$ cat src/rtl/acd_params.svh
// Constants for the converter host port and low-power mode control
`ifndef ACD_PARAMS_SVH
`define ACD_PARAMS_SVH

`define ACD_CLK_PERIOD_NS 25
`define ACD_CMD_HOLD 16'h0022
`define ACD_CMD_RESUME 16'h0033
`define ACD_SETTLE_PERIODS 8
`define ACD_RESET_LIMIT_NS 250000
`define ACD_RESET_LIMIT_CYC (`ACD_RESET_LIMIT_NS / `ACD_CLK_PERIOD_NS)
`define ACD_PULSE_NS 100
`define ACD_PULSE_CYC \
	((`ACD_PULSE_NS + `ACD_CLK_PERIOD_NS - 1) / `ACD_CLK_PERIOD_NS)
`define ACD_FRAME_WORDS 3'h6
`define ACD_WL_16 2'h0
`define ACD_WL_24 2'h1
`define ACD_WL_32Z 2'h2
`define ACD_WL_32S 2'h3
`define ACD_BITS_16 6'h10
`define ACD_BITS_24 6'h18
`define ACD_BITS_32 6'h20
`define ACD_SEL_LAG 2'h0
`define ACD_SEL_ANY 2'h1
`define ACD_OSR_128 3'h0
`define ACD_OSR_256 3'h1
`define ACD_OSR_512 3'h2
`define ACD_OSR_1024 3'h3
`define ACD_BOUND_128 10'h3ED
`define ACD_BOUND_256 10'h3AD
`define ACD_BOUND_512 10'h32D
`define ACD_BOUND_1024 10'h22D
`define ACD_LEN_0 12'h080
`define ACD_LEN_1 12'h100
`define ACD_LEN_2 12'h200
`define ACD_LEN_3 12'h300
`define ACD_LEN_4 12'h400
`define ACD_LEN_5 12'h600
`define ACD_LEN_6 12'h800
`define ACD_LEN_7 12'hE00

`endif

$ cat src/rtl/acd_pkg.sv
// Types shared by the converter host port design files
package acd_pkg;

	typedef enum logic [1:0] {
		ACD_CONV = 2'b00,
		ACD_STBY = 2'b01,
		ACD_SETTLE = 2'b10,
		ACD_DETECT = 2'b11
	} acd_mode_t;

	typedef struct packed {
		logic s1;
		logic s2;
		logic s3;
		logic q;
	} acd_sync_t;

	typedef struct packed {
		acd_mode_t mode;
		logic [3:0] settle_cnt;
		logic sclk_q;
		logic cs_q;
		logic sync_q;
		logic mclk_q;
		logic [3:0] chen_q;
		logic [31:0] tx;
		logic [31:0] rx;
		logic [5:0] bitcnt;
		logic [2:0] widx;
		logic [15:0] cmd;
		logic [15:0] last_cmd;
		logic dout;
		logic [3:0][23:0] data;
		logic rdy_n;
		logic gap;
		logic unread;
		logic [2:0] pulse_cnt;
		logic first_pend;
		logic [15:0] rst_cnt;
		logic [11:0] det_cnt;
		logic [3:0][7:0] hits;
	} acd_state_t;

endpackage

$ cat src/rtl/acd_host_port.sv
// Serial slave port, ready output and standby/detect mode control
// How it works
// - Hold command stops channels, keeps settings
// - Resume command returns to conversion
// - Sampling restarts after eight master-clock periods
// - Detect mode entered from standby by short pulse
// - Enough hits drop ready, back to standby
// - Detect samples feed comparator only
// - Detect enable input gates detect mode
// - Threshold is 24 bits from two parts
// - Sample-count field picks samples per evaluation
// - Hit-count field sets needed exceedances
// - All-channels bit chooses all or any
// - Only enabled channels join detection
// - Slave in mode 1, full duplex
// - Chip select high ignores clock, output floats
// - Launch on rising, capture on falling edge
// - Ready flags new data or detection
// - Source select picks lagging, any, or leading
// - First ready delayed when phase at boundary
// - Style bit picks push-pull or open drain
// - Level or pulse format, unread skips pulse
// - Conversion during data read suppresses ready
// - Word length 16, 24 or 32 bits
// - First word answers previous frame command
`timescale 1ns/10ps
`include "acd_params.svh"
module acd_host_port
	import acd_pkg::*;
#(
	parameter int P_RESET_LIMIT_CYC = `ACD_RESET_LIMIT_CYC
) (
	input wire logic i_ref_clk,
	input wire logic i_rstn,
	input wire logic i_sclk,
	input wire logic i_cs_n,
	input wire logic i_din,
	input wire logic i_sync_reset_n,
	input wire logic i_master_clock_input,
	input wire logic [1:0] i_word_length_select,
	input wire logic [1:0] i_ready_source_select,
	input wire logic i_ready_open_drain,
	input wire logic i_ready_pulse_format,
	input wire logic i_global_chop,
	input wire logic [2:0] i_oversampling_ratio,
	input wire logic [3:0] i_channel_enable_n,
	input wire logic [3:0][9:0] i_channel_phase_trim,
	input wire logic [15:0] i_status_word,
	input wire logic [3:0] i_conv_done,
	input wire logic [3:0][23:0] i_conv_data,
	input wire logic i_detect_enable,
	input wire logic [15:0] i_detect_level_high_reg,
	input wire logic [7:0] i_detect_level_low_reg,
	input wire logic [2:0] i_detect_sample_count,
	input wire logic [2:0] i_detect_hit_count,
	input wire logic i_detect_all_channels,
	input wire logic i_detect_valid,
	input wire logic [3:0][23:0] i_detect_sample,
	output logic o_dout,
	output logic o_dout_oe_n,
	output logic o_conversion_ready_n,
	output logic o_ready_oe_n,
	output logic o_channels_off,
	output logic o_modulator_run,
	output logic o_detect_active
);

	acd_state_t st_r;
	acd_state_t st_nxt;
	logic sclk_f;
	logic cs_f;
	logic din_f;
	logic sync_f;
	logic mclk_f;

	acd_pin_sync #(.P_INIT(1'b0)) u_sclk (.i_ref_clk(i_ref_clk),
		.i_rstn(i_rstn), .i_pin(i_sclk), .o_level(sclk_f));
	acd_pin_sync #(.P_INIT(1'b1)) u_cs (.i_ref_clk(i_ref_clk),
		.i_rstn(i_rstn), .i_pin(i_cs_n), .o_level(cs_f));
	acd_pin_sync #(.P_INIT(1'b0)) u_din (.i_ref_clk(i_ref_clk),
		.i_rstn(i_rstn), .i_pin(i_din), .o_level(din_f));
	acd_pin_sync #(.P_INIT(1'b1)) u_sync (.i_ref_clk(i_ref_clk),
		.i_rstn(i_rstn), .i_pin(i_sync_reset_n), .o_level(sync_f));
	acd_pin_sync #(.P_INIT(1'b0)) u_mclk (.i_ref_clk(i_ref_clk),
		.i_rstn(i_rstn), .i_pin(i_master_clock_input),
		.o_level(mclk_f));

	function automatic logic [5:0] word_bits(input logic [1:0] wl);
		case (wl)
			`ACD_WL_16: word_bits = `ACD_BITS_16;
			`ACD_WL_24: word_bits = `ACD_BITS_24;
			default: word_bits = `ACD_BITS_32;
		endcase
	endfunction

	function automatic logic [11:0] det_len(input logic [2:0] code);
		case (code)
			3'h0: det_len = `ACD_LEN_0;
			3'h1: det_len = `ACD_LEN_1;
			3'h2: det_len = `ACD_LEN_2;
			3'h3: det_len = `ACD_LEN_3;
			3'h4: det_len = `ACD_LEN_4;
			3'h5: det_len = `ACD_LEN_5;
			3'h6: det_len = `ACD_LEN_6;
			default: det_len = `ACD_LEN_7;
		endcase
	endfunction

	// Word 0 answers the previous command; data words follow, MSB first
	function automatic logic [31:0] tx_word(input logic [2:0] idx,
		input logic [15:0] resp, input logic [3:0][23:0] d,
		input logic [1:0] wl);
		logic [23:0] v;
		v = 24'h000000;
		tx_word = 32'h00000000;
		if (idx == 3'h0) begin
			tx_word = {resp, 16'h0000};
		end else if (idx < 3'h5) begin
			v = d[2'(idx - 3'h1)];
			case (wl)
				`ACD_WL_16: tx_word = {v[23:8], 16'h0000};
				`ACD_WL_32S: tx_word = {{8{v[23]}}, v};
				default: tx_word = {v, 8'h00};
			endcase
		end
	endfunction

	always_comb begin
		logic sclk_rise;
		logic sclk_fall;
		logic cs_rise;
		logic cs_fall;
		logic reading;
		logic data_read;
		logic evt;
		logic suppress;
		logic [5:0] wlen;
		logic [31:0] rx_n;
		logic [15:0] resp;
		logic [1:0] lag_i;
		logic [1:0] lead_i;
		logic [1:0] ctl_i;
		logic [9:0] bound;
		logic has_bound;
		logic [3:0] en;
		logic [3:0] met;
		logic [23:0] mag;
		logic [23:0] level;
		logic trigger;
		sclk_rise = 1'b0;
		sclk_fall = 1'b0;
		cs_rise = cs_f && !st_r.cs_q;
		cs_fall = !cs_f && st_r.cs_q;
		data_read = 1'b0;
		evt = 1'b0;
		suppress = 1'b0;
		wlen = word_bits(i_word_length_select);
		rx_n = 32'h00000000;
		resp = 16'h0000;
		lag_i = 2'h0;
		lead_i = 2'h0;
		ctl_i = 2'h0;
		bound = 10'h000;
		has_bound = 1'b1;
		en = i_channel_enable_n;
		met = 4'h0;
		mag = 24'h000000;
		level = {i_detect_level_high_reg, i_detect_level_low_reg};
		trigger = 1'b0;
		st_nxt = st_r;
		st_nxt.sclk_q = sclk_f;
		st_nxt.cs_q = cs_f;
		st_nxt.sync_q = sync_f;
		st_nxt.mclk_q = mclk_f;
		st_nxt.chen_q = en;
		reading = !cs_f && st_r.widx != 3'h0 && st_r.widx < 3'h5;

		if (!cs_f) begin
			sclk_rise = sclk_f && !st_r.sclk_q;
			sclk_fall = !sclk_f && st_r.sclk_q;
		end
		// response to the command of the previous frame
		if (st_r.last_cmd == `ACD_CMD_HOLD ||
			st_r.last_cmd == `ACD_CMD_RESUME) begin
			resp = st_r.last_cmd;
		end else begin
			resp = i_status_word;
		end
		if (cs_fall) begin
			st_nxt.tx = tx_word(3'h0, resp, st_r.data,
				i_word_length_select);
			st_nxt.bitcnt = 6'h00;
			st_nxt.widx = 3'h0;
		end
		if (sclk_rise) begin
			st_nxt.dout = st_r.tx[31];
			st_nxt.tx = {st_r.tx[30:0], 1'b0};
		end
		if (sclk_fall) begin
			rx_n = {st_r.rx[30:0], din_f};
			st_nxt.rx = rx_n;
			st_nxt.bitcnt = st_r.bitcnt + 6'h01;
			if (st_r.bitcnt + 6'h01 == wlen) begin
				st_nxt.bitcnt = 6'h00;
				if (st_r.widx == 3'h0) begin
					st_nxt.cmd = 16'(rx_n >> (wlen - `ACD_BITS_16));
				end
				if (st_r.widx == 3'h4) begin
					data_read = 1'b1;
				end
				if (st_r.widx < `ACD_FRAME_WORDS) begin
					st_nxt.widx = st_r.widx + 3'h1;
				end
				st_nxt.tx = tx_word(st_r.widx + 3'h1, resp,
					st_r.data, i_word_length_select);
			end
		end
		// a frame ends only at chip select rising
		if (cs_rise) begin
			st_nxt.bitcnt = 6'h00;
			st_nxt.widx = 3'h0;
			st_nxt.rx = 32'h00000000;
			st_nxt.last_cmd = st_r.cmd;
			st_nxt.cmd = 16'h0000;
			// hold command powers down, settings untouched
			if (st_r.cmd == `ACD_CMD_HOLD &&
				(st_r.mode == ACD_CONV || st_r.mode == ACD_SETTLE)) begin
				st_nxt.mode = ACD_STBY;
			end
			if (st_r.cmd == `ACD_CMD_RESUME &&
				(st_r.mode == ACD_STBY || st_r.mode == ACD_DETECT)) begin
				st_nxt.mode = ACD_SETTLE;
				st_nxt.settle_cnt = 4'h0;
			end
		end

		// Reset-length measurement of the sync pin low time
		if (!sync_f) begin
			if (st_r.rst_cnt != 16'hFFFF) begin
				st_nxt.rst_cnt = st_r.rst_cnt + 16'h0001;
			end
		end else begin
			st_nxt.rst_cnt = 16'h0000;
		end

		case (st_r.mode)
			ACD_SETTLE: begin
				if (mclk_f && !st_r.mclk_q) begin
					st_nxt.settle_cnt = st_r.settle_cnt + 4'h1;
					if (st_r.settle_cnt == 4'(`ACD_SETTLE_PERIODS - 1)) begin
						st_nxt.mode = ACD_CONV;
						st_nxt.first_pend = 1'b1;
					end
				end
			end
			ACD_STBY: begin
				// short low pulse from standby enters detect
				if (sync_f && !st_r.sync_q && i_detect_enable &&
					st_r.rst_cnt < 16'(P_RESET_LIMIT_CYC)) begin
					st_nxt.mode = ACD_DETECT;
					st_nxt.det_cnt = 12'h000;
					st_nxt.hits = '0;
				end
			end
			ACD_DETECT: begin
				if (!i_detect_enable) begin
					st_nxt.mode = ACD_STBY;
				end else if (i_detect_valid) begin
					// detect samples never reach the data words
					for (int c = 0; c < 4; c++) begin
						mag = i_detect_sample[c][23] ?
							24'(-i_detect_sample[c]) : i_detect_sample[c];
						if (mag > level && st_r.hits[c] != 8'hFF) begin
							st_nxt.hits[c] = st_r.hits[c] + 8'h01;
						end
					end
					st_nxt.det_cnt = st_r.det_cnt + 12'h001;
					// evaluation closes after the selected count
					if (st_r.det_cnt == det_len(i_detect_sample_count) -
						12'h001) begin
						for (int c = 0; c < 4; c++) begin
							met[c] = st_nxt.hits[c] >=
								{5'h00, i_detect_hit_count} + 8'h01;
						end
						if (i_detect_all_channels) begin
							trigger = |en && ((met | ~en) == 4'hF);
						end else begin
							trigger = |(met & en);
						end
						st_nxt.det_cnt = 12'h000;
						st_nxt.hits = '0;
						// notify and fall back to standby
						if (trigger) begin
							st_nxt.rdy_n = 1'b0;
							st_nxt.mode = ACD_STBY;
						end
					end
				end
			end
			default: begin
			end
		endcase

		// Detection notice holds until the host opens a frame
		if (st_r.mode == ACD_STBY && !st_r.rdy_n && cs_fall) begin
			st_nxt.rdy_n = 1'b1;
		end

		// Latest data per channel; overwritten even during a read
		if (st_r.mode == ACD_CONV) begin
			for (int c = 0; c < 4; c++) begin
				if (i_conv_done[c]) begin
					st_nxt.data[c] = i_conv_data[c];
				end
			end
		end

		// lagging is largest phase, leading the smallest
		for (int c = 0; c < 4; c++) begin
			if (en[c] && (!en[lag_i] || $signed(i_channel_phase_trim[c]) >
				$signed(i_channel_phase_trim[lag_i]))) begin
				lag_i = 2'(c);
			end
			if (en[c] && (!en[lead_i] || $signed(i_channel_phase_trim[c]) <
				$signed(i_channel_phase_trim[lead_i]))) begin
				lead_i = 2'(c);
			end
		end
		ctl_i = (i_ready_source_select == `ACD_SEL_LAG) ? lag_i : lead_i;
		if (i_global_chop || i_ready_source_select == `ACD_SEL_ANY) begin
			evt = |(i_conv_done & en);
		end else begin
			evt = i_conv_done[ctl_i] && en[ctl_i];
		end
		if (st_r.mode != ACD_CONV) begin
			evt = 1'b0;
		end

		// restart events re-arm the first-ready check
		if ((st_r.sync_q && !sync_f) || |(en & ~st_r.chen_q)) begin
			st_nxt.first_pend = 1'b1;
		end
		case (i_oversampling_ratio)
			`ACD_OSR_128: bound = `ACD_BOUND_128;
			`ACD_OSR_256: bound = `ACD_BOUND_256;
			`ACD_OSR_512: bound = `ACD_BOUND_512;
			`ACD_OSR_1024: bound = `ACD_BOUND_1024;
			default: has_bound = 1'b0;
		endcase

		if (st_r.gap) begin
			st_nxt.gap = 1'b0;
			st_nxt.rdy_n = 1'b0;
		end
		if (st_r.pulse_cnt != 3'h0) begin
			st_nxt.pulse_cnt = st_r.pulse_cnt - 3'h1;
			if (st_r.pulse_cnt == 3'h1) begin
				st_nxt.rdy_n = 1'b1;
			end
		end
		if (data_read) begin
			st_nxt.unread = 1'b0;
			if (!i_ready_pulse_format && st_r.mode == ACD_CONV) begin
				st_nxt.rdy_n = 1'b1;
			end
		end
		if (evt) begin
			if (st_r.first_pend) begin
				st_nxt.first_pend = 1'b0;
				// at or below boundary waits one more period
				if (has_bound && !i_global_chop && $signed(
					i_channel_phase_trim[ctl_i]) <= $signed(bound)) begin
					suppress = 1'b1;
				end
			end
			// completion during a data read is not flagged
			if (reading) begin
				suppress = 1'b1;
			end
			if (!suppress) begin
				// pulse format, unread result skips one pulse
				if (i_ready_pulse_format) begin
					if (st_r.unread) begin
						st_nxt.unread = 1'b0;
					end else begin
						st_nxt.unread = 1'b1;
						st_nxt.rdy_n = 1'b0;
						st_nxt.pulse_cnt = 3'(`ACD_PULSE_CYC);
					end
				end else if (!st_r.rdy_n) begin
					// brief high before the next low
					st_nxt.rdy_n = 1'b1;
					st_nxt.gap = 1'b1;
					st_nxt.unread = 1'b1;
				end else begin
					st_nxt.rdy_n = 1'b0;
					st_nxt.unread = 1'b1;
				end
			end
		end
	end

	always_ff @(posedge i_ref_clk or negedge i_rstn) begin
		if (!i_rstn) begin
			st_r <= '0;
			st_r.mode <= ACD_CONV;
			st_r.cs_q <= 1'b1;
			st_r.sync_q <= 1'b1;
			st_r.rdy_n <= 1'b1;
		end else begin
			st_r <= st_nxt;
		end
	end

	// slave output follows the launch flop
	assign o_dout = st_r.dout;
	assign o_dout_oe_n = cs_f;
	assign o_conversion_ready_n = st_r.rdy_n;
	// open drain drives only the low level
	assign o_ready_oe_n = i_ready_open_drain ? st_r.rdy_n : 1'b0;
	assign o_channels_off = st_r.mode != ACD_CONV;
	assign o_modulator_run = st_r.mode == ACD_CONV;
	assign o_detect_active = st_r.mode == ACD_DETECT;
endmodule

$ cat src/rtl/acd_pin_sync.sv
// Three-stage pin synchroniser with agreement filter
`timescale 1ns/10ps
module acd_pin_sync
	import acd_pkg::*;
#(
	parameter logic P_INIT = 1'b0
) (
	input wire logic i_ref_clk,
	input wire logic i_rstn,
	input wire logic i_pin,
	output logic o_level
);

	acd_sync_t st_r;
	acd_sync_t st_nxt;

	always_comb begin
		st_nxt = st_r;
		st_nxt.s1 = i_pin;
		st_nxt.s2 = st_r.s1;
		st_nxt.s3 = st_r.s2;
		// Only a level seen by both late stages is accepted
		if (st_r.s2 == st_r.s3) begin
			st_nxt.q = st_r.s3;
		end
	end

	always_ff @(posedge i_ref_clk or negedge i_rstn) begin
		if (!i_rstn) begin
			st_r <= '{s1: P_INIT, s2: P_INIT, s3: P_INIT, q: P_INIT};
		end else begin
			st_r <= st_nxt;
		end
	end

	assign o_level = st_r.q;

endmodule

$ cat config.mk
export PLATFORM = sky130hd
export DESIGN_NAME = acd_host_port
export DESIGN_NICKNAME = d
export VERILOG_FILES = /design/src/rtl/acd_pkg.sv /design/src/rtl/acd_host_port.sv /design/src/rtl/acd_pin_sync.sv
export VERILOG_INCLUDE_DIRS = /design/src /design/src/rtl
export SDC_FILE = /design/constraint.sdc
export NUM_CORES = 1
export LEC_CHECK = 0
export ABC_AREA = 0
export BUFFER_PORTS_ARGS = -buffer_cell sky130_fd_sc_hd__buf_2
export CORE_ASPECT_RATIO = 2
export CORE_UTILIZATION = 32
export CTS_BUF_LIST = sky130_fd_sc_hd__clkbuf_8
export CTS_CLUSTER_DIAMETER = 150
export CTS_CLUSTER_SIZE = 10
export DETAILED_ROUTE_END_ITERATION = 12
export GPL_ROUTABILITY_DRIVEN = 0
export PLACE_DENSITY = 0.46
export SLEW_MARGIN = 20
export SYNTH_ARGS = -nofsm -noshare
export SYNTH_HDL_FRONTEND = slang
export SYNTH_SLANG_ARGS = --single-unit
export TNS_END_PERCENT = 5
$ cat constraint.sdc
create_clock -name i_ref_clk -period 7.95 [get_ports i_ref_clk]
set_input_delay 0.795 -clock i_ref_clk [delete_from_list [all_inputs] [get_ports i_ref_clk]]
set_output_delay 0.795 -clock i_ref_clk [all_outputs]
set_load 0.05 [all_outputs]
Yosys cells after proc, flatten, opt, wreduce, memory -nomap -nowiden
Cells that the tools add are included.
{ "word_totals": {"wordCells": 356, "in_bits": 306, "output_inout_bits": 7, "register_bits": 302} }
{ "op_classes": {"add_sub_neg": 18, "n_shift": 1, "n_eq_ne": 38, "n_lt_le_gt_ge": 25, "reduce_logical": 83, "bitwise": 6, "muxes": 136} }
{ "op_table": {"columns": ["operator", "n"], "rows": [
  ["$mux W44", 4],
  ["$mux W32", 5],
  ["$mux W8", 16],
  ["$mux W24", 5],
  ["$bmux W10 S2", 5],
  ["$gt A24 B24 Y1", 4],
  ["$neg A24 Y24", 4],
  ["$mux W89", 1],
  ["$pmux W44 S2", 1],
  ["$pmux W12 S7", 1],
  ["$mux W72", 1],
  ["$eq A16 B6 Y1 const B", 4],
  ["$mux W16", 4],
  ["$pmux W31 S2", 1],
  ["$mux W10", 5],
  ["$mux W1", 49],
  ["$bmux W24 S2", 1],
  ["$pmux W10 S4", 1],
  ["$mux W12", 3],
  ["$add A8 B1 Y8 const B", 4],
  ["$ne A8 B8 Y1 const B", 4],
  ["$shr A32 B6 Y16", 1],
  ["$gt A10 B10 Y1", 3],
  ["$logic_and A1 B1 Y1", 30],
  ["other kinds (52)", 150]
]} }

Depth between registers and ports, before layout
{ "logic_depth": {"depth_word": 32, "ltp_mapped": 43, "mapped_depth_nobuf": 40} }

Cells and area by module
From an unflattened synthesis, not the netlist that was laid out.
{ "unflattened": {"hier_cells": 2387, "area_unflattened_um2": 21780.9} }
{ "by_module_without_submodules": {"columns": ["module", "instances", "seq_area_each_um2", "cells_each", "area_each_um2"], "rows": [
  ["acd_host_port", 1, 7060.5, 2362, 21214.1],
  ["acd_pin_sync (u_din ...)", 3, 100.1, 5, 111.4],
  ["acd_pin_sync (u_cs ...)", 2, 105.1, 5, 116.4]
]} }

Least setup slack after synthesis
No wires, ideal clock.
{ "synth_path": {"kind": "input to register", "startpoint": "in i_channel_phase_trim[9] in the netlist's numbering", "endpoint": "reg st_r[64] in the netlist's numbering", "path_buffers": 5, "path_slack_ns": -0.304, "stages": 39, "setup_time_ns": 0.120, "t_arrival_ns": 8.134, "cell_sequence": "inv_1 > ha_1 > and4_1 > o211a_1 > nor2_1 > o211a_1 > clkbuf_1 > buf_1 > a21oi_1 > ha_1 > a21o_1 > a2111o_1 > a221o_1 > a21o_1 > o21ai_2 > clkbuf_1 > a21oi_1 > ha_1 > [3 not listed] > a41o_1 > o21a_1 > o311ai_4 > buf_2 > buf_2 > mux2i_1 > a21oi_1 > ha_1 > a21oi_1 > o21ai_0 > nor3_1 > nand2_1 > a21oi_1 > o21ai_0 > a21oi_1 > a31oi_2 > and4_1 > a31o_1"} }
{ "synth_rtl": {"columns": ["element", "line_no", "rtl"], "rows": [
  ["start: declaration", "acd_host_port.sv:47", "input wire logic [3:0][9:0] i_channel_phase_trim,"],
  ["end signal: assignment", "acd_host_port.sv:411", "st_r <= st_nxt;"],
  ["end: declaration", "acd_host_port.sv:68", "acd_state_t st_r;"]
]} }

==> qor.txt <==
Status: finished clean
Top-level I/O count: 313
Static leakage: 11.51 nW
Final Cycle Share: 0.9497
Core area: 66730 sq um
Clock network latency to the later pin of the worst-skew pair: 0.59 ns
Port buffer count: 312
CP max stage delay: 0.55 ns
Placement Setup Slack: -0.4827 ns
Ys async rst share: 1.000
Worst Path Arrival: 8.02 ns
HP Class: in2async
Number of distinct library cells after synthesis: 80
Net Count, Synth: 2860
Final nets: 3218
Detailed Routing Iterations Pass 1: 5
WS Path Type: in2reg
Mapped Cells: 2361
Final WL: 71.73 mm
Post-synth EDFFs: 0
Tmin final: 7.550 ns
Setup TNS: 0 ns
Clock transition at path regs: 0.08 ns
Initial Utilization: 0.3242
Largest net degree at the start of global routing: 152
Via density: 5.390
Synthesis Warnings: 0
Htree depth: 2
Rel. slew slack: 0.3878
Detailed router's first-iteration violation count: 791
Clk Tree Root Cell: clkbuf_8
Max capacitance violation total: 0
Final Power: 4.976 mW
Final slew viol count: 0
CTS Buf Count: 36
Seq/Total Area, Yosys: 0.3500
Crit start category: primary input
Detail Route Antenna Nets: 0
Register bit total from synthesis: 302
# rows: 134
Hold-fix buffers, CTS: 0
Area Overhead vs Synth: 18.77%
Worst path required time: 8.42 ns
FMAX: 132.5 MHz
GR Util All Layers: 0.2045
Detailed placement HPWL: 55.09 mm
Overall die height: 369.7 um
Most common cell on crit path: a21oi_1
Average size of a mapped cell: 9.162 sq um
PD cells: 193.7 nW/um^2
Antenna violations before repair: 17
Crit path max-delay cell type: or4_4
Final setup viols: 0
Critical Path End Type: flop
Skew final: 0.03815 ns
CTS Buffer Depth: 3
Number of remaining DRC errors: 0
Vias: 19540
Peak VDD IR: 0.0001643 V
Layout cells sized above 1: 0.2503
Die Wd: 185.8 um
Global-route wire length before repair: 108.8 mm
Prevailing post-synth register cell: dfrtp_1
Clk sinks: 302
Worst Tran Pin Value: 0.9099 ns
Worst Path Max Fanout: 11
Post-route worst setup slack: 0.4001 ns
Total congestion overflow: 0
Hold WS: 0.2621 ns
DR WL/cell: 19.79 um
Fin. Hold Viols: 0
Post-Syn Area: 21630 sq um
Die ar.: 68700 sq um
CTS tree: done
Number of global-route vias before repair: 20190
==> final timing paths <==
kind / cells after the start / to / startpoint / slack, ns
worst max register to register: 18 / o_conversion_ready_n$_DFF_PN1_ / st_r[16]$_DFFE_PN0P_ / 3.65
max in group asynchronous: 2 / st_r[234]$_DFFE_PN0P_ / i_rstn / 6.24
worst min register to register: 0 / u_din.st_nxt[1]$_DFF_PN0_ / u_din.st_nxt[2]$_DFF_PN0_ / 0.35
worst min-delay path: 1 / st_r[113]$_DFFE_PN0P_ / i_rstn / 0.26
worst max-delay path: 38 / st_r[64]$_DFF_PN0_ / i_channel_phase_trim[5] / 0.40
min in group i_ref_clk: 1 / u_cs.st_nxt[2]$_DFF_PN1_ / i_cs_n / 0.31
==> stage by stage <==
step / util / std cells / area (sq um)
5_1_grt: 0.3849 / 3622 / 25680
6_report: 0.3850 / 3625 / 25690
4_1_cts: 0.3798 / 3607 / 25340
2_1_floorplan: - / 2361 / 21640
3_5_place_dp: 0.3710 / 3555 / 24760
3_3_place_gp: 0.3710 / 3555 / 24760
==> kinds of logic after synthesis <==
logic type / count (synthesis) / synth area share
buffers and inverters: 197 / 0.03442
flip-flops: 302 / 0.3500
adder cells (fa/ha/maj): 198 / 0.1140
AND/OR/NAND/NOR: 729 / 0.1645
multiplexers: 188 / 0.1087
AO/OA/AOI/OAI: 616 / 0.1754
XOR/XNOR: 131 / 0.05304
==> state kept, by name, summed over array words and instances, names as in the netlist, 2 cells and up <==
register,count
st_r,280
u_cs.st_nxt,2
u_din.st_nxt,2
u_mclk.st_nxt,2
u_sclk.st_nxt,2
u_sync.st_nxt,2
==> critical path, delay by kind of cell <==
| kind | cells | cell delay (ns) |
|---|---|---|
| adders and majority gates | 4 | 1.19 |
| buffers and inverters | 5 | 0.73 |
| AOI/OAI and AO/OA | 16 | 2.58 |
| and+or+nand+nor | 12 | 2.36 |
| muxes | 1 | 0.32 |
==> per-layer routing <==
layer / global-route usage / vias up / part of all wire / wire length [um]
met1: 0.2131 / 9409 / 0.37 / 26420
li1: - / 9347 / - / -
met5: 0 / - / 0.0014 / 103
met4: 0.1100 / 18 / 0.058 / 4130
met2: 0.3802 / 570 / 0.52 / 37050
met3: 0.03632 / 196 / 0.056 / 4026
==> placed cells by master (no fill, tap or decap), drive strengths merged, types with 11 or more instances in the layout <==
cell / count
a22oi: 16
o211ai: 12
clkbuf: 38
mux2i: 38
nand3: 58
or3: 17
o41ai: 26
xor2: 20
nor4: 21
nor3b: 20
or4: 11
nor2b: 24
a21oi: 238
nor3: 30
a211oi: 27
ha: 193
mux4: 25
nand2: 205
a21o: 20
dfrtp: 291
o31ai: 35
inv: 99
xnor2: 111
and3: 21
o21ai: 155
nor2: 193
nand4: 47
dfstp: 11
buf: 431
mux2: 125
nand2b: 45
==> Yosys cell counts (35+ instances only) <==
cell / count / share of area
nand3_1: 57 / 0.013
o31ai_1: 35 / 0.012
nand2_1: 205 / 0.036
ha_1: 193 / 0.11
o21ai_0: 149 / 0.034
dfrtp_1: 291 / 0.34
a21oi_1: 238 / 0.055
mux2_2: 124 / 0.065
nor2_1: 193 / 0.033
xnor2_1: 111 / 0.045
clkbuf_1: 99 / 0.017
inv_1: 85 / 0.015
nand2b_1: 45 / 0.013
mux2i_1: 38 / 0.018
nand4_1: 47 / 0.014
==> area by class of cell <==
class,count,area (sq um)
Sequential cell,302,7571
Clock buffer,38,523.0
Multi-Input combinational cell,1863,13580
Tap cell,884,1106
Clock inverter,14,62.56
Inverter,85,319.1
Timing Repair Buffer,431,2510
Fill cell,6928,41040
Antenna cell,8,20.02
==> report_power, final <==
part / internal, mW / leakage (nW) / switching (mW)
registers: 1.87 / 3.89 / 0.202
clock network: 0.438 / 0.346 / 0.591
logic: 0.883 / 7.27 / 0.991
==> timing repair <==
action,4_1_cts,5_1_grt
buffers inserted,0,9
setup endpoints to repair,0,6
resized for setup,0,56
No activity file was read; power rests on OpenSTA's default activity.
